==> src/gak_pkg.sv <==
package gak_pkg;

  // reference clock
  localparam int unsigned GAK_REF_MHZ = 50;

  // register offsets on the plain register port
  localparam logic [7:0] GAK_ADDR_CONFIG = 8'hF0;
  localparam logic [7:0] GAK_ADDR_STATUS = 8'hF1;
  localparam logic [7:0] GAK_ADDR_FAST = 8'h92;

  // reset values and writable masks
  localparam logic [7:0] GAK_CONFIG_RESET = 8'h80;
  localparam logic [7:0] GAK_CONFIG_WMASK = 8'hC7;
  localparam logic [7:0] GAK_FAST_RESET = 8'h24;
  localparam logic [7:0] GAK_FAST_FIXED = 8'h24;

  // configuration field positions
  localparam int unsigned GAK_CFG_RATE_HI = 7;
  localparam int unsigned GAK_CFG_RATE_LO = 6;
  localparam int unsigned GAK_CFG_FAST_EN = 2;
  localparam int unsigned GAK_CFG_HW_GATE = 1;
  localparam int unsigned GAK_CFG_HW_RST = 0;

  // fast control register field positions
  localparam int unsigned GAK_FAST_GATE = 1;
  localparam int unsigned GAK_FAST_PULSE = 0;

  // data byte after a write-output command: bit positions
  localparam int unsigned GAK_DATA_GATE = 1;
  localparam int unsigned GAK_DATA_RESET = 0;

  // status register bit positions; bit 2 reads zero
  localparam int unsigned GAK_STS_GATE_OUT = 0;
  localparam int unsigned GAK_STS_RESET_OUT = 1;
  localparam int unsigned GAK_STS_HW_RESET = 3;
  localparam int unsigned GAK_STS_HW_GATE = 4;
  localparam int unsigned GAK_STS_FAST_BUSY = 5;
  localparam int unsigned GAK_STS_KBC_BUSY = 6;
  localparam int unsigned GAK_STS_AWAIT_DATA = 7;

  // controller output latches after reset: gate closed, reset not asserted
  localparam logic GAK_HW_GATE_RESET = 1'b0;
  localparam logic GAK_HW_RESET_RESET = 1'b1;

  // controller commands
  localparam logic [7:0] GAK_CMD_WRITE_OUT = 8'hD1;
  localparam logic [7:0] GAK_CMD_PULSE_RESET = 8'hFE;

  // reset pulse timing, least values
  localparam int unsigned GAK_DELAY_NS = 14000;
  localparam int unsigned GAK_PULSE_NS = 6000;

  // selectable controller clock rates
  localparam int unsigned GAK_RATE6_MHZ = 6;
  localparam int unsigned GAK_RATE12_MHZ = 12;
  localparam int unsigned GAK_RATE16_MHZ = 16;

  // least times round up to whole controller clock periods
  localparam int unsigned GAK_DELAY_CNT6 = (GAK_DELAY_NS * GAK_RATE6_MHZ + 999) / 1000;
  localparam int unsigned GAK_PULSE_CNT6 = (GAK_PULSE_NS * GAK_RATE6_MHZ + 999) / 1000;
  localparam int unsigned GAK_DELAY_CNT12 = (GAK_DELAY_NS * GAK_RATE12_MHZ + 999) / 1000;
  localparam int unsigned GAK_PULSE_CNT12 = (GAK_PULSE_NS * GAK_RATE12_MHZ + 999) / 1000;
  localparam int unsigned GAK_DELAY_CNT16 = (GAK_DELAY_NS * GAK_RATE16_MHZ + 999) / 1000;
  localparam int unsigned GAK_PULSE_CNT16 = (GAK_PULSE_NS * GAK_RATE16_MHZ + 999) / 1000;

  localparam int unsigned GAK_CNT_W = 8;
  localparam int unsigned GAK_ACC_W = 6;

  typedef enum logic [1:0] {
    GAK_RATE_6 = 2'b00,
    GAK_RATE_RSVD = 2'b01,
    GAK_RATE_12 = 2'b10,
    GAK_RATE_16 = 2'b11
  } gak_rate_type;

  typedef struct packed {
    logic wr;
    logic rd;
    logic [7:0] addr;
    logic [7:0] wdata;
  } gak_bus_req_type;

  typedef struct packed {
    logic is_command;
    logic [7:0] value;
  } gak_host_byte_type;

endpackage : gak_pkg

==> src/gak_reset_pulser.sv <==
`timescale 1ns/10ps
`default_nettype none
module gak_reset_pulser #(
  parameter int unsigned CNT_W = 8
) (
  // clock and reset
  input wire logic ref_clk,
  input wire logic rst,
  // timing
  input wire logic tick,
  input wire logic [CNT_W-1:0] delay_cnt,
  input wire logic [CNT_W-1:0] pulse_cnt,
  // control
  input wire logic start,
  input wire logic cancel,
  // status
  output logic pulse_low,
  output logic busy
);

  typedef enum logic [1:0] {
    ST_IDLE,
    ST_DELAY,
    ST_PULSE
  } gak_pulse_state_type;

  gak_pulse_state_type state;
  logic [CNT_W-1:0] cnt;

  if (CNT_W < 2 || CNT_W > 16)
  begin : g_bad_cnt_w
    $error("CNT_W out of range");
  end

  // counting one tick past the figure covers the unknown phase of the first tick
  always_ff @(posedge ref_clk)
  begin
    if (rst || cancel)
    begin
      state <= ST_IDLE;
      cnt <= '0;
    end
    else
    begin
      case (state)
        ST_IDLE:
        begin
          cnt <= '0;
          if (start)
            state <= ST_DELAY;
        end
        ST_DELAY:
        begin
          if (tick)
          begin
            if (cnt == delay_cnt)
            begin
              cnt <= '0;
              state <= ST_PULSE;
            end
            else
              cnt <= cnt + 1'b1;
          end
        end
        ST_PULSE:
        begin
          if (tick)
          begin
            if (cnt == pulse_cnt)
            begin
              cnt <= '0;
              state <= ST_IDLE;
            end
            else
              cnt <= cnt + 1'b1;
          end
        end
        default:
        begin
          cnt <= '0;
          state <= ST_IDLE;
        end
      endcase
    end
  end

  assign pulse_low = (state == ST_PULSE);
  assign busy = (state != ST_IDLE);

endmodule : gak_reset_pulser
`default_nettype wire

==> src/gak_gate_reset_ctrl.sv <==
// Chosen here: the plain strobed port.
`timescale 1ns/10ps
`default_nettype none
module gak_gate_reset_ctrl
  import gak_pkg::*;
(
  // clock and reset
  input wire logic ref_clk,
  input wire logic rst,
  // register port
  input wire gak_bus_req_type bus_req,
  output logic [7:0] rd_data,
  // bytes written to the keyboard controller
  input wire logic host_byte_valid,
  input wire gak_host_byte_type host_byte,
  // firmware levels used while the hardware paths are off
  input wire logic sw_addr_gate_level,
  input wire logic sw_kbd_reset_n,
  // outputs to chipset and processor
  output logic addr_line20_gate,
  output logic kbd_reset_out_n
);

  // configuration register fields
  logic [7:0] kbd_hw_control_config;
  logic clk_rate_sel_hi;
  logic clk_rate_sel_lo;
  logic fast_port_enable;
  logic hw_addr_gate_enable;
  logic hw_kbd_reset_enable;

  // fast control register fields
  logic soft_addr_gate_level;
  logic soft_kbd_reset_pulse;
  logic [7:0] fast_a20_reset_port;

  // rate handling
  gak_rate_type rate_sel;
  logic [GAK_ACC_W-1:0] rate_step;
  logic [GAK_CNT_W-1:0] delay_cnt;
  logic [GAK_CNT_W-1:0] pulse_cnt;
  logic [GAK_ACC_W-1:0] phase_acc;
  logic [GAK_ACC_W:0] phase_sum;
  logic kbc_tick;

  // controller command tracking
  logic await_write_data;
  logic write_out_cmd;
  logic pulse_reset_cmd;
  logic hw_gate_level;
  logic hw_reset_level;
  logic write_out_data;
  logic kbc_pulse_start;
  logic kbc_pulse_low;
  logic kbc_pulse_busy;

  // fast register pulse
  logic fast_write;
  logic fast_pulse_start;
  logic fast_pulse_low;
  logic fast_pulse_busy;

  // one pulse timer per reset source
  logic [1:0] pulse_start;
  logic [1:0] pulse_cancel;
  logic [1:0] pulse_low;
  logic [1:0] pulse_busy;

  // merged sources
  logic kbc_gate_req;
  logic kbc_reset_low;
  logic fast_gate_req;
  logic fast_reset_low;
  logic next_addr_line20_gate;
  logic next_kbd_reset_out_n;

  logic [7:0] status_word;

  assign clk_rate_sel_hi = kbd_hw_control_config[GAK_CFG_RATE_HI];
  assign clk_rate_sel_lo = kbd_hw_control_config[GAK_CFG_RATE_LO];
  assign fast_port_enable = kbd_hw_control_config[GAK_CFG_FAST_EN];
  assign hw_addr_gate_enable = kbd_hw_control_config[GAK_CFG_HW_GATE];
  assign hw_kbd_reset_enable = kbd_hw_control_config[GAK_CFG_HW_RST];

  // ---------------------------------------------------------------
  // elaboration checks on the shared constants
  // ---------------------------------------------------------------
  // the divider takes the reference away once per overflow, so each rate must lie below it
  if (GAK_RATE16_MHZ >= GAK_REF_MHZ || GAK_RATE12_MHZ >= GAK_REF_MHZ
    || GAK_RATE6_MHZ >= GAK_REF_MHZ)
  begin : g_bad_rate
    $error("controller rate not below the reference clock");
  end
  if (GAK_REF_MHZ >= (1 << GAK_ACC_W))
  begin : g_bad_acc_w
    $error("GAK_ACC_W too narrow for the reference clock");
  end
  // the fastest rate has the longest counts
  if (GAK_DELAY_CNT16 >= (1 << GAK_CNT_W) || GAK_PULSE_CNT16 >= (1 << GAK_CNT_W))
  begin : g_bad_cnt_w
    $error("GAK_CNT_W too narrow for the pulse counts");
  end
  // the read value is built over the fixed pattern, so both fields must be clear in it
  if (GAK_FAST_FIXED[GAK_FAST_GATE] || GAK_FAST_FIXED[GAK_FAST_PULSE])
  begin : g_bad_fixed
    $error("fixed read pattern overlaps the fast register fields");
  end
  // the rate code is read as one two-bit field
  if (GAK_CFG_RATE_HI != GAK_CFG_RATE_LO + 1)
  begin : g_bad_rate_field
    $error("rate field bits not adjacent");
  end

  // ---------------------------------------------------------------
  // configuration register
  // ---------------------------------------------------------------
  always_ff @(posedge ref_clk)
  begin
    if (rst)
      kbd_hw_control_config <= GAK_CONFIG_RESET;
    else if (bus_req.wr && bus_req.addr == GAK_ADDR_CONFIG)
      kbd_hw_control_config <= bus_req.wdata & GAK_CONFIG_WMASK;
  end

  // ---------------------------------------------------------------
  // fast control register
  // ---------------------------------------------------------------
  assign fast_write = bus_req.wr && bus_req.addr == GAK_ADDR_FAST;

  always_ff @(posedge ref_clk)
  begin
    if (rst)
    begin
      soft_addr_gate_level <= GAK_FAST_RESET[GAK_FAST_GATE];
      soft_kbd_reset_pulse <= GAK_FAST_RESET[GAK_FAST_PULSE];
    end
    else if (fast_write)
    begin
      soft_addr_gate_level <= bus_req.wdata[GAK_FAST_GATE];
      soft_kbd_reset_pulse <= bus_req.wdata[GAK_FAST_PULSE];
    end
  end

  // only a 0 to 1 change of bit 0 asks for a pulse; a held 1 does not repeat
  assign fast_pulse_start = fast_write && fast_port_enable
    && bus_req.wdata[GAK_FAST_PULSE] && !soft_kbd_reset_pulse;

  // reserved bits are fixed, so the read value is built rather than stored
  always_comb
  begin
    fast_a20_reset_port = GAK_FAST_FIXED;
    fast_a20_reset_port[GAK_FAST_GATE] = soft_addr_gate_level;
    fast_a20_reset_port[GAK_FAST_PULSE] = soft_kbd_reset_pulse;
  end

  // ---------------------------------------------------------------
  // controller clock rate
  // ---------------------------------------------------------------
  assign rate_sel = gak_rate_type'({clk_rate_sel_hi, clk_rate_sel_lo});

  // the undefined code falls back to the slowest rate, the longest pulse
  always_comb
  begin
    case (rate_sel)
      GAK_RATE_12:
      begin
        rate_step = GAK_ACC_W'(GAK_RATE12_MHZ);
        delay_cnt = GAK_CNT_W'(GAK_DELAY_CNT12);
        pulse_cnt = GAK_CNT_W'(GAK_PULSE_CNT12);
      end
      GAK_RATE_16:
      begin
        rate_step = GAK_ACC_W'(GAK_RATE16_MHZ);
        delay_cnt = GAK_CNT_W'(GAK_DELAY_CNT16);
        pulse_cnt = GAK_CNT_W'(GAK_PULSE_CNT16);
      end
      default:
      begin
        rate_step = GAK_ACC_W'(GAK_RATE6_MHZ);
        delay_cnt = GAK_CNT_W'(GAK_DELAY_CNT6);
        pulse_cnt = GAK_CNT_W'(GAK_PULSE_CNT6);
      end
    endcase
  end

  // fractional divider: one enable per controller clock period on average
  assign phase_sum = {1'b0, phase_acc} + {1'b0, rate_step};

  always_ff @(posedge ref_clk)
  begin
    if (rst)
    begin
      phase_acc <= '0;
      kbc_tick <= 1'b0;
    end
    else if (phase_sum >= (GAK_ACC_W + 1)'(GAK_REF_MHZ))
    begin
      phase_acc <= GAK_ACC_W'(phase_sum - (GAK_ACC_W + 1)'(GAK_REF_MHZ));
      kbc_tick <= 1'b1;
    end
    else
    begin
      phase_acc <= phase_sum[GAK_ACC_W-1:0];
      kbc_tick <= 1'b0;
    end
  end

  // ---------------------------------------------------------------
  // controller command decode
  // ---------------------------------------------------------------
  assign write_out_cmd = host_byte_valid && host_byte.is_command
    && host_byte.value == GAK_CMD_WRITE_OUT;
  assign pulse_reset_cmd = host_byte_valid && host_byte.is_command
    && host_byte.value == GAK_CMD_PULSE_RESET;
  assign write_out_data = host_byte_valid && !host_byte.is_command && await_write_data;

  // any other byte cancels a pending write-output command
  always_ff @(posedge ref_clk)
  begin
    if (rst)
      await_write_data <= 1'b0;
    else if (host_byte_valid)
      await_write_data <= write_out_cmd;
  end

  always_ff @(posedge ref_clk)
  begin
    if (rst)
    begin
      hw_gate_level <= GAK_HW_GATE_RESET;
      hw_reset_level <= GAK_HW_RESET_RESET;
    end
    else if (write_out_data)
    begin
      hw_gate_level <= host_byte.value[GAK_DATA_GATE];
      hw_reset_level <= host_byte.value[GAK_DATA_RESET];
    end
  end

  assign kbc_pulse_start = pulse_reset_cmd && hw_kbd_reset_enable;

  // ---------------------------------------------------------------
  // reset pulse timers
  // ---------------------------------------------------------------
  // index 0 is the controller path, index 1 the fast register
  assign pulse_start = {fast_pulse_start, kbc_pulse_start};
  // disabling a path also aborts a pulse in flight, so no stale pulse appears later
  assign pulse_cancel = {!fast_port_enable, !hw_kbd_reset_enable};
  assign kbc_pulse_low = pulse_low[0];
  assign kbc_pulse_busy = pulse_busy[0];
  assign fast_pulse_low = pulse_low[1];
  assign fast_pulse_busy = pulse_busy[1];

  for (genvar i = 0; i < 2; i++)
  begin : g_pulser
    gak_reset_pulser #(
      .CNT_W(GAK_CNT_W)
    ) u_pulser (
      .ref_clk(ref_clk),
      .rst(rst),
      .tick(kbc_tick),
      .delay_cnt(delay_cnt),
      .pulse_cnt(pulse_cnt),
      .start(pulse_start[i]),
      .cancel(pulse_cancel[i]),
      .pulse_low(pulse_low[i]),
      .busy(pulse_busy[i])
    );
  end

  // ---------------------------------------------------------------
  // source selection and merge
  // ---------------------------------------------------------------
  // hardware path and firmware level never drive an output together
  always_comb
  begin
    if (hw_addr_gate_enable)
      kbc_gate_req = hw_gate_level;
    else
      kbc_gate_req = sw_addr_gate_level;
  end

  always_comb
  begin
    if (hw_kbd_reset_enable)
      kbc_reset_low = !hw_reset_level || kbc_pulse_low;
    else
      kbc_reset_low = !sw_kbd_reset_n;
  end

  assign fast_gate_req = fast_port_enable && soft_addr_gate_level;
  assign fast_reset_low = fast_port_enable && fast_pulse_low;

  assign next_addr_line20_gate = kbc_gate_req || fast_gate_req;
  assign next_kbd_reset_out_n = !(kbc_reset_low || fast_reset_low);

  // registered so that the chipset never sees a decode glitch
  always_ff @(posedge ref_clk)
  begin
    if (rst)
    begin
      addr_line20_gate <= 1'b0;
      kbd_reset_out_n <= 1'b1;
    end
    else
    begin
      addr_line20_gate <= next_addr_line20_gate;
      kbd_reset_out_n <= next_kbd_reset_out_n;
    end
  end

  // ---------------------------------------------------------------
  // read port
  // ---------------------------------------------------------------
  always_comb
  begin
    status_word = 8'h00;
    status_word[GAK_STS_GATE_OUT] = addr_line20_gate;
    status_word[GAK_STS_RESET_OUT] = !kbd_reset_out_n;
    status_word[GAK_STS_HW_RESET] = hw_reset_level;
    status_word[GAK_STS_HW_GATE] = hw_gate_level;
    status_word[GAK_STS_FAST_BUSY] = fast_pulse_busy;
    status_word[GAK_STS_KBC_BUSY] = kbc_pulse_busy;
    status_word[GAK_STS_AWAIT_DATA] = await_write_data;
  end

  // unmapped addresses read zero; rd_data holds only for the cycle after a read
  always_ff @(posedge ref_clk)
  begin
    if (rst || !bus_req.rd)
      rd_data <= 8'h00;
    else
    begin
      case (bus_req.addr)
        GAK_ADDR_CONFIG: rd_data <= kbd_hw_control_config;
        GAK_ADDR_FAST: rd_data <= fast_a20_reset_port;
        GAK_ADDR_STATUS: rd_data <= status_word;
        default: rd_data <= 8'h00;
      endcase
    end
  end

endmodule : gak_gate_reset_ctrl
`default_nettype wire

==> config.mk <==
export PLATFORM = sky130hd
export DESIGN_NAME = gak_gate_reset_ctrl
export DESIGN_NICKNAME = d
export VERILOG_FILES = /design/src/gak_pkg.sv /design/src/gak_reset_pulser.sv /design/src/gak_gate_reset_ctrl.sv
export SDC_FILE = /design/constraint.sdc
export NUM_CORES = 1
export LEC_CHECK = 0
export BUFFER_PORTS_ARGS = -buffer_cell sky130_fd_sc_hd__buf_2
export CAP_MARGIN = 15
export CORE_MARGIN = 4
export CORE_UTILIZATION = 30
export CTS_BUF_LIST = sky130_fd_sc_hd__clkbuf_8
export CTS_CLUSTER_DIAMETER = 60
export CTS_CLUSTER_SIZE = 8
export DETAILED_ROUTE_END_ITERATION = 8
export SYNTH_ARGS = -nofsm -noshare
export SYNTH_HDL_FRONTEND = slang
export SYNTH_HIERARCHICAL = 1
export SYNTH_SLANG_ARGS = --single-unit
==> constraint.sdc <==
create_clock -name ref_clk -period 2.77 [get_ports ref_clk]
set_input_delay 0.6925 -clock ref_clk [delete_from_list [all_inputs] [get_ports ref_clk]]
set_output_delay 0.6925 -clock ref_clk [all_outputs]
set_load 0.05 [all_outputs]
== After elaboration in Yosys (flattened, before gate mapping) ==
Index checks and enable logic that the tools add are counted.
Storage, ports and cells
  input bits: 32
  bits in registers: 47
  output and inout port bits: 10
  word-level logic and storage cells: 111
Operators by class
  eq/ne operators: 25
  multiplexer cells: 30
  magnitude comparators: 1
  add/sub/neg operators: 4
  reductions and logical operators: 36
Operator list (count)
  $mux 8: 8
  $pmux 8 s2: 3
  $eq 8x8->1 const B: 5
  $pmux 8 s3: 1
  $mux 2: 10
  $add 8x1->8 const B: 2
  $eq 8x7->1: 2
  $eq 8x8->1: 2
  $pmux 7 s2: 1
  $logic_and 1x1->1: 13
  $pmux 2 s3: 2
  $ne 2x1->1 const B: 5
  $ne 2x2->1 const B: 5
  $pmux 5 s2: 1
  $reduce_and 5->1: 2
  $logic_not 1->1: 9
  $eq 2x2->1 const B: 4
  $add 6x5->7: 1
  $ge 7x6->1 const B: 1
  $logic_or 1x1->1: 6
  $mux 6: 1
  $sub 6x6->6 const B: 1
  $eq 2x1->1 const B: 2
  $logic_not 2->1: 2
  other kinds (3): 7

== Logic depth before layout (Yosys ltp) ==
Gate-level depths: netlist (run 1).
  word-level depth: 7
  depth in mapped cells: 10
  depth with buffers taken out: 10

== By module ==
Netlist (run 1), hierarchy kept.
By module, submodules not included
  gak_reset_pulser: cells an instance 83, area an instance 738.2 µm², times used 2
  gak_gate_reset_ctrl: cells an instance 155, area an instance 1327.5 µm², times used 1

== Least setup slack after synthesis (run 1) ==
Ideal clock, no wire load.
  kind: reg-to-reg
  from: reg kbd_hw_control_config[7]
  to: reg phase_acc[3]
  stages on the path, launching flop included: 11
  data required time: 2697 ps
  slack: 425 ps
  buffers on the path: 0
  arrival time: 2272 ps
  library setup time: 73 ps
  path through: dfxtp_1 -> inv_1 -> ha_1 -> inv_1 -> fa_1 -> nand2b_1 -> a21oi_2 -> xor2_2 -> a31oi_4 -> o21a_1 -> nor3_2
Between the ends
  cells in the longest elaborated chain, start to end: 5
Ends and longest elaborated chain
  start, declared: line gak_gate_reset_ctrl.sv:25  | logic [7:0] kbd_hw_control_config;
  start signal, assigned: line gak_gate_reset_ctrl.sv:122  | kbd_hw_control_config <= bus_req.wdata & GAK_CONFIG_WMASK;
  $eq 2x2->1: line gak_gate_reset_ctrl.sv:164  | case (rate_sel)
  $pmux 5 s2 *: line gak_gate_reset_ctrl.sv:164
  $add 6x5->7 *: line gak_gate_reset_ctrl.sv:187  | assign phase_sum = {1'b0, phase_acc} + {1'b0, rate_step};
  $sub 6x6->6 or $ge 7x6->1 (tied branches): line gak_gate_reset_ctrl.sv:198, gak_gate_reset_ctrl.sv:196
  $mux 6 *: line gak_gate_reset_ctrl.sv:196  | else if (phase_sum >= (GAK_ACC_W + 1)'(GAK_REF_MHZ))
  end signal, assigned: line gak_gate_reset_ctrl.sv:198  | phase_acc <= GAK_ACC_W'(phase_sum - (GAK_ACC_W + 1)'(GAK_REF_MHZ));
  end signal, assigned: line gak_gate_reset_ctrl.sv:203  | phase_acc <= phase_sum[GAK_ACC_W-1:0];
  end, declared: line gak_gate_reset_ctrl.sv:42  | logic [GAK_ACC_W-1:0] phase_acc;
Mark *: on every way between the ends. The rest lies on a longest branch, timed or not.
A chain may end at the register's enable or synchronous reset.

== Final worst setup path (run 1) ==
Same ends and word-level chain as after synthesis.

==> run summary, run 1 <==
number of buffers between clock root and the deepest sink = 2
router iterations before antenna repair = 4
vias per inst = 4.74
kind of start point of the critical path = register
setup violation total in the final timing report = 0
Initial Util = 0.306
area of all placed cells without fillers = 0.00324 mm2
mean post-synth cell area = 8.74 um2
Final TNS setup = 0 ns
kind of end point of the critical path = register
Critical Path RT = 3.00 ns
CTS sink cnt = 46
total wire length after detailed routing = 5890 um
largest fanout of any net on the critical path = 7
most common library cell in the layout ignoring fill and taps = dfxtp_1
top flip-flop cell by instance count after synthesis = dfxtp_1
DRC violations left = 0
Congestion Overflow GR = 0
Vias = 2,282
RSZ-0062 raised after global routing = false
number of antenna violations at the first check in global routing = 0
DP Wirelength = 4640 um
pwr/cell area = 474 mW/mm2
Final period util = 0.860
global-route wire length before repair = 10,300 um
overall track demand over capacity in global routing = 0.112
sequential fraction of the synthesis area = 0.328
reg-to-reg endpoint = phase_acc[3]
Total Power Consumption = 1540 uW
Yosys warning total = 6
insertion delay of the later-clocked pin in the worst-skew pair = 0.30 ns
flip-flop and latch count after synthesis = 46
final max-slew violation count = 0
vias in the first global route = 2,304
die height = 105 um
Critical Path End = phase_acc[3]
DR iter-0 viols = 49
buffers inserted during post-CTS setup optimization = 0
count of buffers inserted at the top-level ports = 38
number of standard cells in the layout, taps in and fillers out = 481
Core ar. = 0.00915 mm2
register-to-register path setup slack = 0.39 ns
clock root buffer = clkbuf_8
startpoint of the most critical register-to-register path = kbd_hw_control_config[7]
Min-Delay Path Class = reg2reg
post-detailed-route wirelength per cell = 12.3 um
status = finished, final reports clean
CTS hold repair buffers = 0
DRT antenna net count = 0
crit path launch = kbd_hw_control_config[7]
antenna diode instance count = 0
H-tree levels = 2
final RePlAce weighted congestion = 0.799
count of endpoints failing hold in the final timing report = 0
number of clock buffers inserted by TritonCTS = 5
R2R cell count = 10
Die X-Extent = 105 um
max_cap viols = 0
worst clock skew = 0.00612 ns
fraction of final layout cells with drive strength greater than 1 = 0.186
Async S/R FF share, synth = 0
die area = 0.0110 mm2
data arrival time of the critical path = 2.62 ns
number of unique standard cell types used by synthesis = 51
count of boundary I/O pins = 42
clock period minus worst slack = 2.38 ns
instance count after placement with tap cells included = 473
clock transition time at the flip-flop clock pins of the worst setup and hold paths = 0.09 ns
most used cells in the layout excluding fill and tap cells = dfxtp_1 (46), xor2_1 (40), buf_2 (38)
Post-Synthesis Cell Area = 0.00280 mm2
number of enable flip-flop cells after synthesis = 0
Fmax achieved = 420 MHz
critical path start-end classification = reg2reg
fin nets = 417
pin count of the biggest net entering global routing = 22
synthesized instance count = 321
CTS tree = done
Peak supply drop = 0.259 mV
PostCTS Resize Cnt = 0
static leakage = 0.00137 uW
Post-DP Area = 0.00315 mm2
area growth from synthesis to final layout = 15.5%
Std-Cell Rows = 35
-- flip-flops by register name (all words and copies together), names as in the netlist --
name / flops
addr_line20_gate: 1
await_write_data: 1
g_pulser.u_pulser/cnt: 16
g_pulser.u_pulser/state: 4
hw_gate_level: 1
hw_reset_level: 1
kbc_tick: 1
kbd_hw_control_config: 5
kbd_reset_out_n: 1
phase_acc: 5
rd_data: 8
soft_addr_gate_level: 1
soft_kbd_reset_pulse: 1
-- report_power, final --
group          total, uW  leakage [uW]  switching, uW  internal, uW
combinational        396      0.000955            225           171
sequential           710      0.000372           15.1           694
clock                430     0.0000447            248           182
total               1540       0.00137            488          1050
-- critical path, stage by stage, from the launching register on --
cell	delay, ns
dfxtp_1	0.33
buf_4	0.17
nand2_1	0.11
inv_1	0.08
fa_1	0.45
nand2b_1	0.19
a21oi_2	0.19
xor2_2	0.26
a31oi_4	0.17
o21a_1	0.23
nor3_2	0.13
-- kinds of logic after synthesis --
group                    after synthesis  synth area share
AND/OR/NAND/NOR                      107             0.193
AO/OA/AOI/OAI                         53             0.138
XOR/XNOR                              48             0.155
flip-flops                            46             0.328
buffers and inverters                 34            0.0531
adder cells (fa/ha/maj)               16            0.0741
multiplexers                          16            0.0571
other                                  1           0.00134
-- per-layer routing --
metal / wire [um] / share of wire / track usage / vias to the layer above
li1: - / - / - / 1183
met4: 86 / 0.015 / 0.0366 / 0
met1: 2840 / 0.48 / 0.141 / 1046
met2: 2730 / 0.46 / 0.189 / 45
met3: 239 / 0.041 / 0.0253 / 8
met5: 0 / 0 / 0 / -
-- area by class of cell --
cell class	count	area, um2
well taps	111	139
fillers	955	5910
clock buffers	5	68.8
multi-input cells	252	1780
inverters	20	75.1
clock inverters	3	25.0
repair buffers	44	235
flip-flops and latches	46	921
-- through the flow --
stage | setup WS, ns | util | hold slack (ns)
global placement | 0.334 | 0.344 | 0.464
global route | 0.209 | 0.354 | 0.516
CTS | 0.340 | 0.354 | 0.480
finish | 0.387 | 0.354 | 0.478
floorplan | 0.425 | - | 0.450
detailed placement | 0.317 | 0.344 | 0.466
-- worst min-delay path by stage --
stage                                   from                             to  depth (start not counted)
6_report                soft_addr_gate_level           soft_addr_gate_level                          2
3_5_place_dp            soft_addr_gate_level           soft_addr_gate_level                          2
3_3_place_gp   g_pulser[1].u_pulser/state[1]  g_pulser[1].u_pulser/state[1]                          2
2_1_floorplan           soft_addr_gate_level           soft_addr_gate_level                          2
4_1_cts                 soft_addr_gate_level           soft_addr_gate_level                          2
5_1_grt                 soft_addr_gate_level           soft_addr_gate_level                          2
-- synthesized netlist by cell type, types with 2 or more instances --
cell | number | share of area
nand3_1 | 4 | 0.0071
buf_2 | 5 | 0.0089
a22oi_1 | 2 | 0.0054
a21o_1 | 2 | 0.0054
nand2_1 | 33 | 0.044
xor2_2 | 2 | 0.012
o21ai_1 | 2 | 0.0036
nor2_1 | 26 | 0.035
a21oi_1 | 8 | 0.014
buf_6 | 2 | 0.0080
a31oi_1 | 2 | 0.0045
buf_1 | 2 | 0.0027
o21a_1 | 2 | 0.0054
and3_1 | 3 | 0.0067
nand4_1 | 7 | 0.016
xnor2_1 | 6 | 0.019
a21boi_1 | 4 | 0.011
nor3_1 | 2 | 0.0036
nor4_1 | 10 | 0.022
o21bai_1 | 2 | 0.0054
nor3_2 | 3 | 0.011
o21ai_2 | 2 | 0.0062
ha_1 | 15 | 0.067
clkbuf_1 | 5 | 0.0067
a211oi_1 | 14 | 0.037
inv_1 | 20 | 0.027
o2111ai_1 | 2 | 0.0062
or2_2 | 4 | 0.0089
o21ai_0 | 4 | 0.0071
and2_1 | 3 | 0.0067
dfxtp_1 | 46 | 0.33
nor2b_1 | 2 | 0.0045
mux2i_1 | 16 | 0.057
and3_2 | 2 | 0.0054
xor2_1 | 40 | 0.12
a21oi_2 | 2 | 0.0062
Power figures use the tool's default switching activity.
==> run 2, diff against run 1 <==
==> constraint.sdc (replaced) <==
create_clock -name ref_clk -period 2.55 [get_ports ref_clk]
set_input_delay 0.6375 -clock ref_clk [delete_from_list [all_inputs] [get_ports ref_clk]]
set_output_delay 0.6375 -clock ref_clk [all_outputs]
set_load 0.05 [all_outputs]
==> run 2 against run 1 <==
  * Design area up 0.50%
  * Worst hold slack improved by 0.0064 ns
  * First-iteration DRC count shrank 14%
  * Global-route usage about the same
  * Combinational power up 11%
  * Register-to-register slack worse by 0.16 ns
  * Non-clock buffer count increased by 2
  * Via count increased by 0.48%
  * Utilization rose by 0.18 points
  * Count of clock-buffer cells in the layout is the same
  * Clock skew rose by 0.0075 ns
  * Critical path type unchanged
  * Critical endpoint is now phase_acc[2]
  * Highest routed layer unchanged
==> run summary, run 2 (synthesis results as in run 1) <==
status = finished, final reports clean
clock transition time at the flip-flop clock pins of the worst setup and hold paths = 0.09 ns
Core ar. = 0.00915 mm2
pin count of the biggest net entering global routing = 22
register-to-register path setup slack = 0.23 ns
switching share of total power = 0.315
largest registers ranked by flip-flop count = g_pulser.u_pulser/cnt: 16 flops, rd_data: 8 flops
Fmax achieved = 431 MHz
data arrival time of the critical path = 2.54 ns
Initial Util = 0.306
die height = 105 um
CTS hold repair buffers = 0
max_cap viols = 0
CTS tree = done
Worst path top cell family by delay = adder cells
most used cells in the layout excluding fill and tap cells = dfxtp_1 (46), xor2_1 (40), buf_2 (38)
Final TNS setup = 0 ns
critical path start-end classification = reg2reg
reg-to-reg endpoint = phase_acc[2]
area growth from synthesis to final layout = 16.1%
number of flip-flops under the largest register name = 16
H-tree levels = 2
count of boundary I/O pins = 42
setup violation total in the final timing report = 0
largest fanout of any net on the critical path = 6
clock period minus worst slack = 2.32 ns
standard cell with the maximum stage delay on the critical path = fa_2
total buffers and inverters traversed by the critical path = 2
overall track demand over capacity in global routing = 0.112
router iterations before antenna repair = 4
crit-path cells = inv_1, ha_1, inv_1, fa_2, ha_1, nand2_1, a21o_1, a31oi_4, nor2b_1, a211oi_2
Vias = 2,293
final max-slew violation count = 0
pwr/cell area = 515 mW/mm2
most common library cell in the layout ignoring fill and taps = dfxtp_1
R2R cell count = 10
fin nets = 419
CTS sink cnt = 46
die area = 0.0110 mm2
final RePlAce weighted congestion = 0.820
largest register by flop count = g_pulser.u_pulser/cnt
fraction of final layout cells with drive strength greater than 1 = 0.194
RSZ-0062 raised after global routing = false
total wire length after detailed routing = 6000 um
footprint of the multi-input gates = 0.00178 mm2
insertion delay of the later-clocked pin in the worst-skew pair = 0.31 ns
count of cell instances traversed by the critical path = 10
number of buffers between clock root and the deepest sink = 2
static leakage = 0.00138 uW
Final period util = 0.909
internal power of the cells = 1150 uW
post-detailed-route wirelength per cell = 12.4 um
count of endpoints failing hold in the final timing report = 0
crit path launch = kbd_hw_control_config[7]
DR iter-0 viols = 42
Place WS = 0.168 ns
DP Wirelength = 4740 um
Min-Delay Path Class = reg2reg
Std-Cell Rows = 35
register area = 921 um2
number of antenna violations at the first check in global routing = 0
Peak supply drop = 0.220 mV
Congestion Overflow GR = 0
Critical Path RT = 2.78 ns
portion of total power attributed to sequential cells = 0.461
stage delay of the slowest cell on the critical path = 0.57 ns
startpoint of the most critical register-to-register path = kbd_hw_control_config[7]
worst clock skew = 0.0136 ns
Filler cells = 947
combinational power share = 0.261
vias in the first global route = 2,304
number of clock buffers inserted by TritonCTS = 5
Critical Path End = phase_acc[2]
Die X-Extent = 105 um
switching component of the power = 529 uW
clock power share = 0.277
DRT antenna net count = 0
global-route wire length before repair = 10,300 um
setup slack after layout = 0.231 ns
kind of start point of the critical path = register
vias per inst = 4.75
Total Power Consumption = 1680 uW
antenna diode instance count = 0
clock root buffer = clkbuf_8
kind of end point of the critical path = register
count of cells along the worst hold path = 2
count of buffers inserted at the top-level ports = 38
DRC violations left = 0
run 2: cell types whose count changed in the layout (fill, tap and decap cells not counted), sizes merged:
cell      delta
buf          +2
clkinv       -1
clkinvlp     +1
run 2: layer usage:
layer | routed length, um | track usage | share of wire
met1 | 2840 | 0.141 | 0.47
met2 | 2820 | 0.186 | 0.47
met3 | 246 | 0.0253 | 0.041
met4 | 99 | 0.0403 | 0.016
met5 | 0 | 0 | 0
run 2: worst min path at each step:
stage,startpoint,to
final,soft_kbd_reset_pulse,soft_kbd_reset_pulse
after global routing,g_pulser[0].u_pulser/state[0],g_pulser[0].u_pulser/state[0]
after CTS,soft_addr_gate_level,soft_addr_gate_level
after detailed placement,soft_addr_gate_level,soft_addr_gate_level
after global placement,g_pulser[1].u_pulser/state[1],g_pulser[1].u_pulser/state[1]
after floorplan,soft_addr_gate_level,soft_addr_gate_level
run 2: through the flow:
step,cell area [um2],util,instances,hold slack (ns)
6_report,3260,0.356,483,0.484
5_1_grt,3260,0.356,483,0.509
4_1_cts,3250,0.355,482,0.482
3_5_place_dp,3150,0.344,474,0.467
3_3_place_gp,3150,0.344,474,0.463
2_1_floorplan,2850,-,332,0.450
run 2: cell type report:
class	count	share of cell area
clock inverters	3	0.00730
repair buffers	46	0.0769
clock buffers	5	0.0211
well taps	111	0.0427
multi-input cells	252	0.546
flip-flops and latches	46	0.283
inverters	20	0.0231
run 2: repair_timing:
action	CTS	global route
gates resized for setup	0	1
endpoints found under the setup margin	0	3
setup buffers	0	1
run 2: power by group through the flow:
stage | clock (uW) | combinational [uW] | sequential, uW
after floorplan | 0 | 342 | 790
after global placement | 0 | 419 | 788
after detailed placement | 0 | 429 | 789
after CTS | 482 | 431 | 774
after global routing | 514 | 500 | 777
final | 465 | 438 | 773
run 2: worst register-to-register path: stages, from the launching register on:
cell	delay, ns
dfxtp_1	0.34
inv_1	0.11
ha_1	0.18
inv_1	0.06
fa_2	0.57
ha_1	0.17
nand2_1	0.07
a21o_1	0.20
a31oi_4	0.26
nor2b_1	0.10
a211oi_2	0.19
